`src/ibf_defines.vh`:
```
// constants for the instruction buffer fetch unit
`ifndef IBF_DEFINES_VH
`define IBF_DEFINES_VH
`define IBF_NUM_BUF      4
`define IBF_BUF_PARCELS  64
`define IBF_PARCEL_W     16
`define IBF_TAG_W        18
`define IBF_PADDR_W      24
`define IBF_WADDR_W      22
`define IBF_WORD_W       64
`define IBF_WORDS_PER_CLK 4
`define IBF_WORDS_PER_BUF 16
`define IBF_SEL_W        2
`endif

```
`src/ibf_fetch.v`:
```
// instruction fetch unit: buffer hit, refill control and parcel issue
`timescale 1ns/100ps
`include "ibf_defines.vh"
module ibf_fetch
(
  input  wire         mclk,
  input  wire         rst,
  input  wire         go,
  input  wire         jump,
  input  wire [23:0]  jump_addr,
  input  wire         issue_ack,
  output reg          mem_req,
  output reg  [21:0]  mem_addr,
  input  wire         mem_valid,
  input  wire [255:0] mem_data,
  output reg          out_of_buffer,
  output reg  [1:0]   fill_sel_r,
  output reg  [23:0]  paddr_r,
  output reg  [15:0]  next_parcel_reg,
  output reg  [15:0]  current_parcel_reg,
  output reg  [15:0]  second_parcel,
  output reg          two_parcel,
  output reg          issue_valid
);
  localparam ST_RUN  = 3'b001;
  localparam ST_FILL = 3'b010;
  localparam ST_WAIT = 3'b100;

  reg  [2:0]  st_r;
  reg  [1:0]  grp_r;
  reg  [1:0]  sent_r;
  reg  [1:0]  got_r;
  reg         nvalid_r;
  reg  [23:0] naddr_r;
  wire        hit;
  wire [15:0] parcel;
  wire        parcel_ok;
  wire        fill_start;
  wire        fill_we;
  wire [1:0]  fill_grp;
  wire        hold_pair;

  // -----------------------------
  // length decode
  // -----------------------------
  // instruction length from opcode: top bit set marks a two-parcel form
  function is_long;
    input [15:0] p;
    begin
      is_long = p[15];
    end
  endfunction

  // -----------------------------
  // miss detection and fill steering
  // -----------------------------
  // a jump replaces the address, so a compare against the old one is stale
  assign fill_start = (st_r == ST_RUN) && go && !hit && !issue_valid && !jump;
  assign fill_we    = (st_r != ST_RUN) && mem_valid;
  // groups returned in request order, starting with the group latched at the miss;
  // the parcel address may move on as soon as the first group lands
  assign fill_grp   = grp_r + got_r;
  // a waiting two-parcel instruction keeps its second parcel in the next register
  assign hold_pair  = issue_valid && two_parcel && !issue_ack;

  // -----------------------------
  // buffer bank
  // -----------------------------
  // tags, parcel storage and the hit compare against the program parcel address
  ibf_buffer_bank u_bank
  (
    .mclk       (mclk),
    .rst        (rst),
    .paddr      (paddr_r),
    .fill_start (fill_start),
    .fill_buf   (fill_sel_r),
    .fill_tag   (paddr_r[23:6]),
    .fill_we    (fill_we),
    .fill_grp   (fill_grp),
    .fill_data  (mem_data),
    .hit        (hit),
    .parcel     (parcel),
    .parcel_ok  (parcel_ok)
  );

  // -----------------------------
  // refill controller
  // -----------------------------
  always @(posedge mclk or posedge rst)
  begin
    if (rst)
    begin
      st_r          <= ST_RUN;
      fill_sel_r    <= 2'b00;
      out_of_buffer <= 1'b0;
      mem_req       <= 1'b0;
      mem_addr      <= 22'h000000;
      sent_r        <= 2'b00;
      got_r         <= 2'b00;
      grp_r         <= 2'b00;
    end
    else
    begin
      out_of_buffer <= fill_start;
      case (st_r)
        ST_RUN:
          if (fill_start)
          begin
            st_r     <= ST_FILL;
            mem_req  <= 1'b1;
            // groups of four words; bank zero word leads each group
            mem_addr <= {paddr_r[23:6], paddr_r[5:4], 2'b00};
            sent_r   <= 2'b00;
            got_r    <= 2'b00;
            grp_r    <= paddr_r[5:4];
          end
        ST_FILL:
        begin
          if (sent_r == 2'b11)
          begin
            mem_req <= 1'b0;
            st_r    <= ST_WAIT;
          end
          else
          begin
            sent_r   <= sent_r + 2'b01;
            mem_addr <= {mem_addr[21:4], mem_addr[3:2] + 2'b01, 2'b00};
          end
          if (mem_valid)
            got_r <= got_r + 2'b01;
        end
        ST_WAIT:
          if (mem_valid)
          begin
            got_r <= got_r + 2'b01;
            if (got_r == 2'b11)
            begin
              st_r       <= ST_RUN;
              fill_sel_r <= fill_sel_r + 2'b01;
            end
          end
        default:
          st_r <= ST_RUN;
      endcase
    end
  end

  // -----------------------------
  // parcel pipeline: buffer -> next -> current
  // -----------------------------
  always @(posedge mclk or posedge rst)
  begin
    if (rst)
    begin
      paddr_r            <= 24'h000000;
      naddr_r            <= 24'h000000;
      nvalid_r           <= 1'b0;
      next_parcel_reg    <= 16'h0000;
      current_parcel_reg <= 16'h0000;
      second_parcel      <= 16'h0000;
      two_parcel         <= 1'b0;
      issue_valid        <= 1'b0;
    end
    else if (jump)
    begin
      paddr_r     <= jump_addr;
      nvalid_r    <= 1'b0;
      issue_valid <= 1'b0;
    end
    else
    begin
      if (issue_valid && issue_ack)
        issue_valid <= 1'b0;
      if (go && parcel_ok && !nvalid_r && !hold_pair)
      begin
        next_parcel_reg <= parcel;
        naddr_r         <= paddr_r;
        nvalid_r        <= 1'b1;
        // wraps across word boundary, parcel 3 to next word parcel 0
        paddr_r         <= paddr_r + 24'h000001;
      end
      else if (nvalid_r && (!issue_valid || issue_ack))
      begin
        if (!is_long(next_parcel_reg))
        begin
          current_parcel_reg <= next_parcel_reg;
          two_parcel         <= 1'b0;
          issue_valid        <= 1'b1;
          nvalid_r           <= 1'b0;
        end
        else if (go && parcel_ok && naddr_r + 24'h000001 == paddr_r)
        begin
          // first parcel to current, second held in next at issue
          current_parcel_reg <= next_parcel_reg;
          next_parcel_reg    <= parcel;
          second_parcel      <= parcel;
          two_parcel         <= 1'b1;
          issue_valid        <= 1'b1;
          nvalid_r           <= 1'b0;
          paddr_r            <= paddr_r + 24'h000001;
        end
      end
    end
  end
endmodule

```
`src/ibf_buffer_bank.v`:
```
// four instruction buffers with tags, valid bits and hit compare
`timescale 1ns/100ps
`include "ibf_defines.vh"
module ibf_buffer_bank
(
  input  wire        mclk,
  input  wire        rst,
  input  wire [23:0] paddr,
  input  wire        fill_start,
  input  wire [1:0]  fill_buf,
  input  wire [17:0] fill_tag,
  input  wire        fill_we,
  input  wire [1:0]  fill_grp,
  input  wire [255:0] fill_data,
  output reg         hit,
  output reg  [15:0] parcel,
  output reg         parcel_ok
);
  reg [15:0] mem [0:255];
  reg [17:0] tag_r [0:3];
  reg [3:0]  tag_v_r;
  reg [3:0]  grp_v_r [0:3];
  integer    i;
  integer    k;
  integer    j;
  reg [1:0]  hb;

  // -----------------------------
  // parallel tag compare and parcel select
  // -----------------------------
  always @*
  begin
    hit = 1'b0;
    hb = 2'b00;
    for (i = 0; i < 4; i = i + 1)
      if (tag_v_r[i] && tag_r[i] == paddr[23:6])
      begin
        hit = 1'b1;
        hb = i[1:0];
      end
    parcel = mem[{hb, paddr[5:0]}];
    parcel_ok = hit && grp_v_r[hb][paddr[5:4]];
  end

  // tag registers, cleared invalid at reset
  always @(posedge mclk or posedge rst)
  begin
    if (rst)
    begin
      tag_v_r <= 4'h0;
      for (k = 0; k < 4; k = k + 1)
      begin
        tag_r[k] <= 18'h00000;
        grp_v_r[k] <= 4'h0;
      end
    end
    else if (fill_start)
    begin
      tag_r[fill_buf] <= fill_tag;
      tag_v_r[fill_buf] <= 1'b1;
      grp_v_r[fill_buf] <= 4'h0;
    end
    else if (fill_we)
      grp_v_r[fill_buf][fill_grp] <= 1'b1;
  end

  // parcel storage: four words (16 parcels) written per clock
  always @(posedge mclk)
  begin
    if (fill_we)
      for (j = 0; j < 16; j = j + 1)
        mem[{fill_buf, fill_grp, j[3:0]}] <= fill_data[255 - 16*j -: 16];
  end
endmodule

```
`config.mk`:
```
export PLATFORM = sky130hd
export DESIGN_NAME = ibf_fetch
export DESIGN_NICKNAME = d
export VERILOG_FILES = /design/src/ibf_fetch.v /design/src/ibf_buffer_bank.v
export VERILOG_INCLUDE_DIRS = /design/src
export SDC_FILE = /design/constraint.sdc
export NUM_CORES = 2
export LEC_CHECK = 0
export BUFFER_PORTS_ARGS = -buffer_cell sky130_fd_sc_hd__buf_4
export CAP_MARGIN = 25
export CORE_MARGIN = 2
export CORE_UTILIZATION = 62
export CTS_CLUSTER_SIZE = 24
export DETAILED_ROUTE_END_ITERATION = 10
export PLACE_DENSITY = 0.8
export SYNTH_ARGS = -nofsm -noshare
export SYNTH_HDL_FRONTEND = slang
export SYNTH_SLANG_ARGS = --single-unit
```
`constraint.sdc`:
```
create_clock -name mclk -period 32 [get_ports mclk]
set_clock_uncertainty 0.15 [all_clocks]
set_input_delay 9.6 -clock mclk [delete_from_list [all_inputs] [get_ports mclk]]
set_output_delay 9.6 -clock mclk [all_outputs]
set_load 0.05 [all_outputs]
```
=== Word-level counts from Yosys, hierarchy flattened ===
Memories as Yosys holds them, arrays and structs flattened.
Index checks and enable logic that the tools add are counted.

* Register bits: 226
* Memory bits (writable): 4096
* Bits of input ports: 286
* Logic and storage cells: 190
* Memories kept: 1

{| class="wikitable"
|+ Memories
! name !! words !! bits a word !! read ports !! clocked after memory_dff !! wr ports !! line !! source
|-
| u_bank.mem || 256 || 16 || 1 || 0 || 16 || ibf_buffer_bank.v:19 || <nowiki>reg [15:0] mem [0:255];</nowiki>
|}

* Add/sub/neg operators: 7
* Order comparisons: 8
* Eq/ne operators: 19
* Muxes and demuxes: 67
* Bitwise gates (word level): 9
* Reductions and logical operators: 52

{| class="wikitable"
|+ Operators with widths
! operator !! number
|-
| 2-to-1 mux 16 bit || 8
|-
| 2-to-1 mux 24 bit || 5
|-
| bitwise mux 72 bit || 1
|-
| == test 18 bit || 4
|-
| adder 24 x 1 -> 24 bit (second input constant) || 2
|-
| one-hot mux 22 bit (2 select lines) || 1
|-
| demux 18 bit (select 2 bit) || 1
|-
| 2-to-1 mux 1 bit || 25
|-
| == test 24 bit || 1
|-
| 2-to-1 mux 22 bit || 1
|-
| logical AND 1 bit || 21
|-
| 2-to-1 mux 4 bit || 5
|-
| 2-to-1 mux 18 bit || 1
|-
| AND reduction 3 bit || 6
|-
| bitwise AND 16 bit || 1
|-
| demux 4 bit (select 2 bit) || 2
|-
| NOT 16 bit || 1
|-
| bitwise OR 16 bit || 1
|-
| 2-to-1 mux 3 bit || 4
|-
| AND reduction 4 bit || 3
|-
| nonzero test 2 bit || 6
|-
| 2-to-1 mux 2 bit || 5
|-
| inequality test 2 bit (second input constant) || 5
|-
| less-than comparator 2 x 3 -> 1 bit (second input constant) || 3
|-
| other kinds (27) || 49
|}

=== Longest topological paths before layout ===
* Depth after elaboration: 19
* Gate-level depth with buffers: 14
* Depth with buffers taken out: 11

=== By module ===
Synthesis repeated with hierarchy kept, for this count alone.

* Cell total of the unflattened synthesis: 7650
* Area total of the unflattened synthesis: 167194.1 sq um

{| class="wikitable"
|+ By module, submodules not included
! module !! times used !! cells each !! area each (sq um) !! sequential area each (sq um)
|-
| ibf_buffer_bank || 1 || 6973 || 160390.1 || 125300.2
|-
| ibf_fetch || 1 || 677 || 6804.0 || 3279.4
|}

=== Worst setup path after synthesis ===
No wires, ideal clock.

* Path kind: input-to-reg
* Start: input port mem_valid
* End: memory u_bank.mem[128][0], enable pin
* Setup time: 1.503 ns
* Data arrival time: 33.840 ns
* Data required time: 30.347 ns
* Slack: -3.493 ns
* Cell stages on the path: 2
* Cells stage by stage: nand2_1 > nor4_1

{| class="wikitable"
|+ RTL lines
! item !! line !! source
|-
| start, declared || ibf_fetch.v:14 || <nowiki>input wire mem_valid,</nowiki>
|-
| end, declared || ibf_buffer_bank.v:19 ||
|}

==> metrics.yaml <==
outcome: "complete, no violations"
port_buffers: 383
synthMostInstantiatedCell: "edfxtp_1"
drtIter0Drc: 16500
track_usage: 0.358
dr.pass1.iters: 6
dp_slack_ps: 18430
slew_violations: 0
num_vias: 87500
first_global_vias: 87900
synth_common_cells: "edfxtp_1 (4096), mux4_2 (1337), dfrtp_1 (222), clkbuf_1 (212), nand2_1 (135)"
grt_first_pass_wirelength_um: 681000
syn_inst: 6938
grt_max_degree: 179
async_reset_ff_frac: 0.0516
nNetsFinal: 7809
yosys.area.top_type: "edfxtp_1"
place_area_um2: 174000
worst_setup_path_end_kind: "register"
clockRootBuffer: "clkbuf_16"
crit_path_top_delay_cell: "buf_4"
clk_path_buf_depth: 4
synth_top_area_frac: 0.739
dieArea_um2: 273000
slew_headroom: 0.0645
ios: 386
cts_hold_buf: 0
clk_latency_ps: 1000
die_w_um: 522
cp.arrival_ps: 13010
fin_tns_setup_ps: 0
yosys-top-cells-area: "edfxtp_1 (74%), mux4_2 (18%), dfrtp_1 (3.3%)"
rsz0062_at_grt: "no"
antenna_found_initial: 40
htree_levels: 5
rows: 190
setup_ws_ps: 19390
critPathKind: "in -> reg"
avgSynthCellArea_um2: 24.0
seq_area_frac_synth: 0.773
routed_wl_um: 488000
final_cell_area_um2: 188000
ys.warnings.count: 0
startpoint_type: "input port"
worstMarginPinSlew_ps: 1400
peakVddDrop_mv: 0.0698
clk_pin_slew_ps: 60
fin_util: 0.702
drv_cap: 0
path_cells: "buf_4, nand2_1, nor4_2, buf_4, buf_4, buf_4"
holdCritPathClass: "reg -> reg"
ant_nets: 0
synth_edf_count: 4096
postCtsSetupRepairBufs: 0
grt-ovfl-total: 0
die_y_um: 522
crit_top_cell: "buf_4"
syn_to_final_growth_pct: 12.8
initial_utilization: 0.622
synthFlopType: "edfxtp_1"
timing.fmax_ghz: 0.0793
route.detailed.drc: 0
tritoncts: "done"
cts_resized: 0
synth.cell_area_um2: 166000
hold_viol: 0
dp_hpwl_um: 224000
critPathMaxStageDelay_ps: 860
clock_sinks: 4319
cts_made_buffers: 411
wl_per_cell_um: 42.7
gp_congestion: 0.846
ys_ff_latch: 4319
min_period_ps: 12610
worstPathRequired_ps: 32400
largest_reg_flops: 4096
drive_above_1_share: 0.337
power_density_nw_per_um2: 70.0
ys_types: 83
via_per_inst: 7.65
setup_viol: 0
period_share: 0.394
crit_path_max_fanout: 64
report.power.total_mw: 13.1
p_leak_nw: 59.8
core_um2: 267000
-- cell families (layout without fill, tap and decap cells) --
| family | Yosys count | count (layout) | share of synthesized area |
|---|---|---|---|
| AO/OA/AOI/OAI | 184 | 184 | 0.00719 |
| XOR/XNOR | 114 | 114 | 0.00600 |
| adder cells (fa/ha/maj) | 9 | 9 | 0.000677 |
| buffers and inverters | 405 | 1329 | 0.00984 |
| flip-flops | 4319 | 4319 | 0.773 |
| multiplexers | 1472 | 1472 | 0.190 |
| other | 1 | 22 | 0.0000225 |
| AND/OR/NAND/NOR | 434 | 434 | 0.0137 |
-- report_power, final --
group | leakage (nW) | total, mW | internal [mW] | switching (mW)
sequential | 39.7 | 6.46 | 6.36 | 0.101
clock | 6.53 | 5.01 | 2.75 | 2.26
combinational | 13.5 | 1.66 | 0.698 | 0.966
-- area by class of cell --
class,count,area (µm²)
fillers,14000,79800
clock buffers,502,10800
multi-input cells,2215,36400
flip-flops and latches,4319,129000
well taps,3552,4440
inverters,26,105
diodes,20,50.0
clock inverters,260,2580
repair buffers,541,4730
-- cell usage in the layout (no fill, tap or decap), types with 46 or more instances in the layout --
master | netlist | layout
o21ai_0 | 54 | 53
mux4_2 | 1337 | 1337
nand2_1 | 135 | 134
buf_4 | 7 | 496
xnor2_1 | 68 | 68
nand3_1 | 54 | 54
dfrtp_1 | 222 | 216
mux2_2 | 121 | 121
clkbuf_1 | 212 | 82
clkinv_2 | 0 | 84
xor2_1 | 46 | 46
edfxtp_1 | 4096 | 4096
nor2_1 | 68 | 60
clkbuf_16 | 0 | 419
clkinv_1 | 1 | 91
-- routing by layer --
metal,track usage,up-vias,part of all wire
li1,-,30900,-
met1,0.475,45500,0.32
met2,0.573,9420,0.49
met3,0.0899,1595,0.13
met4,0.156,26,0.051
met5,0,-,0.00035
-- worst max-delay path: cells and delay by family --
family / cells / cell delay, ps
buffers and inverters: 4 / 2590
AND/OR/NAND/NOR: 2 / 700
-- metrics by stage --
step	cells	hold slack, ps
detailed placement	10600	307
global route	11400	344
global placement	10600	300
CTS	11400	320
floorplan	6939	284
finish	11400	315
-- final timing paths --
kind / from / end / slack (ps) / depth (start not counted)
worst max register to register: paddr_r[0] / second_parcel[1] / 24910 / 11
worst min register to register: mem_addr[5] / mem_addr[5] / 320 / 2
min in group asynchronous: rst / paddr_r[13] / 8500 / 2
max in group asynchronous: rst / paddr_r[5] / 21350 / 4
worst min-delay path: mem_addr[5] / mem_addr[5] / 320 / 2
worst max-delay path: mem_valid / u_bank.mem[101][2] / 19390 / 6
(Power assumes the default switching activity.)
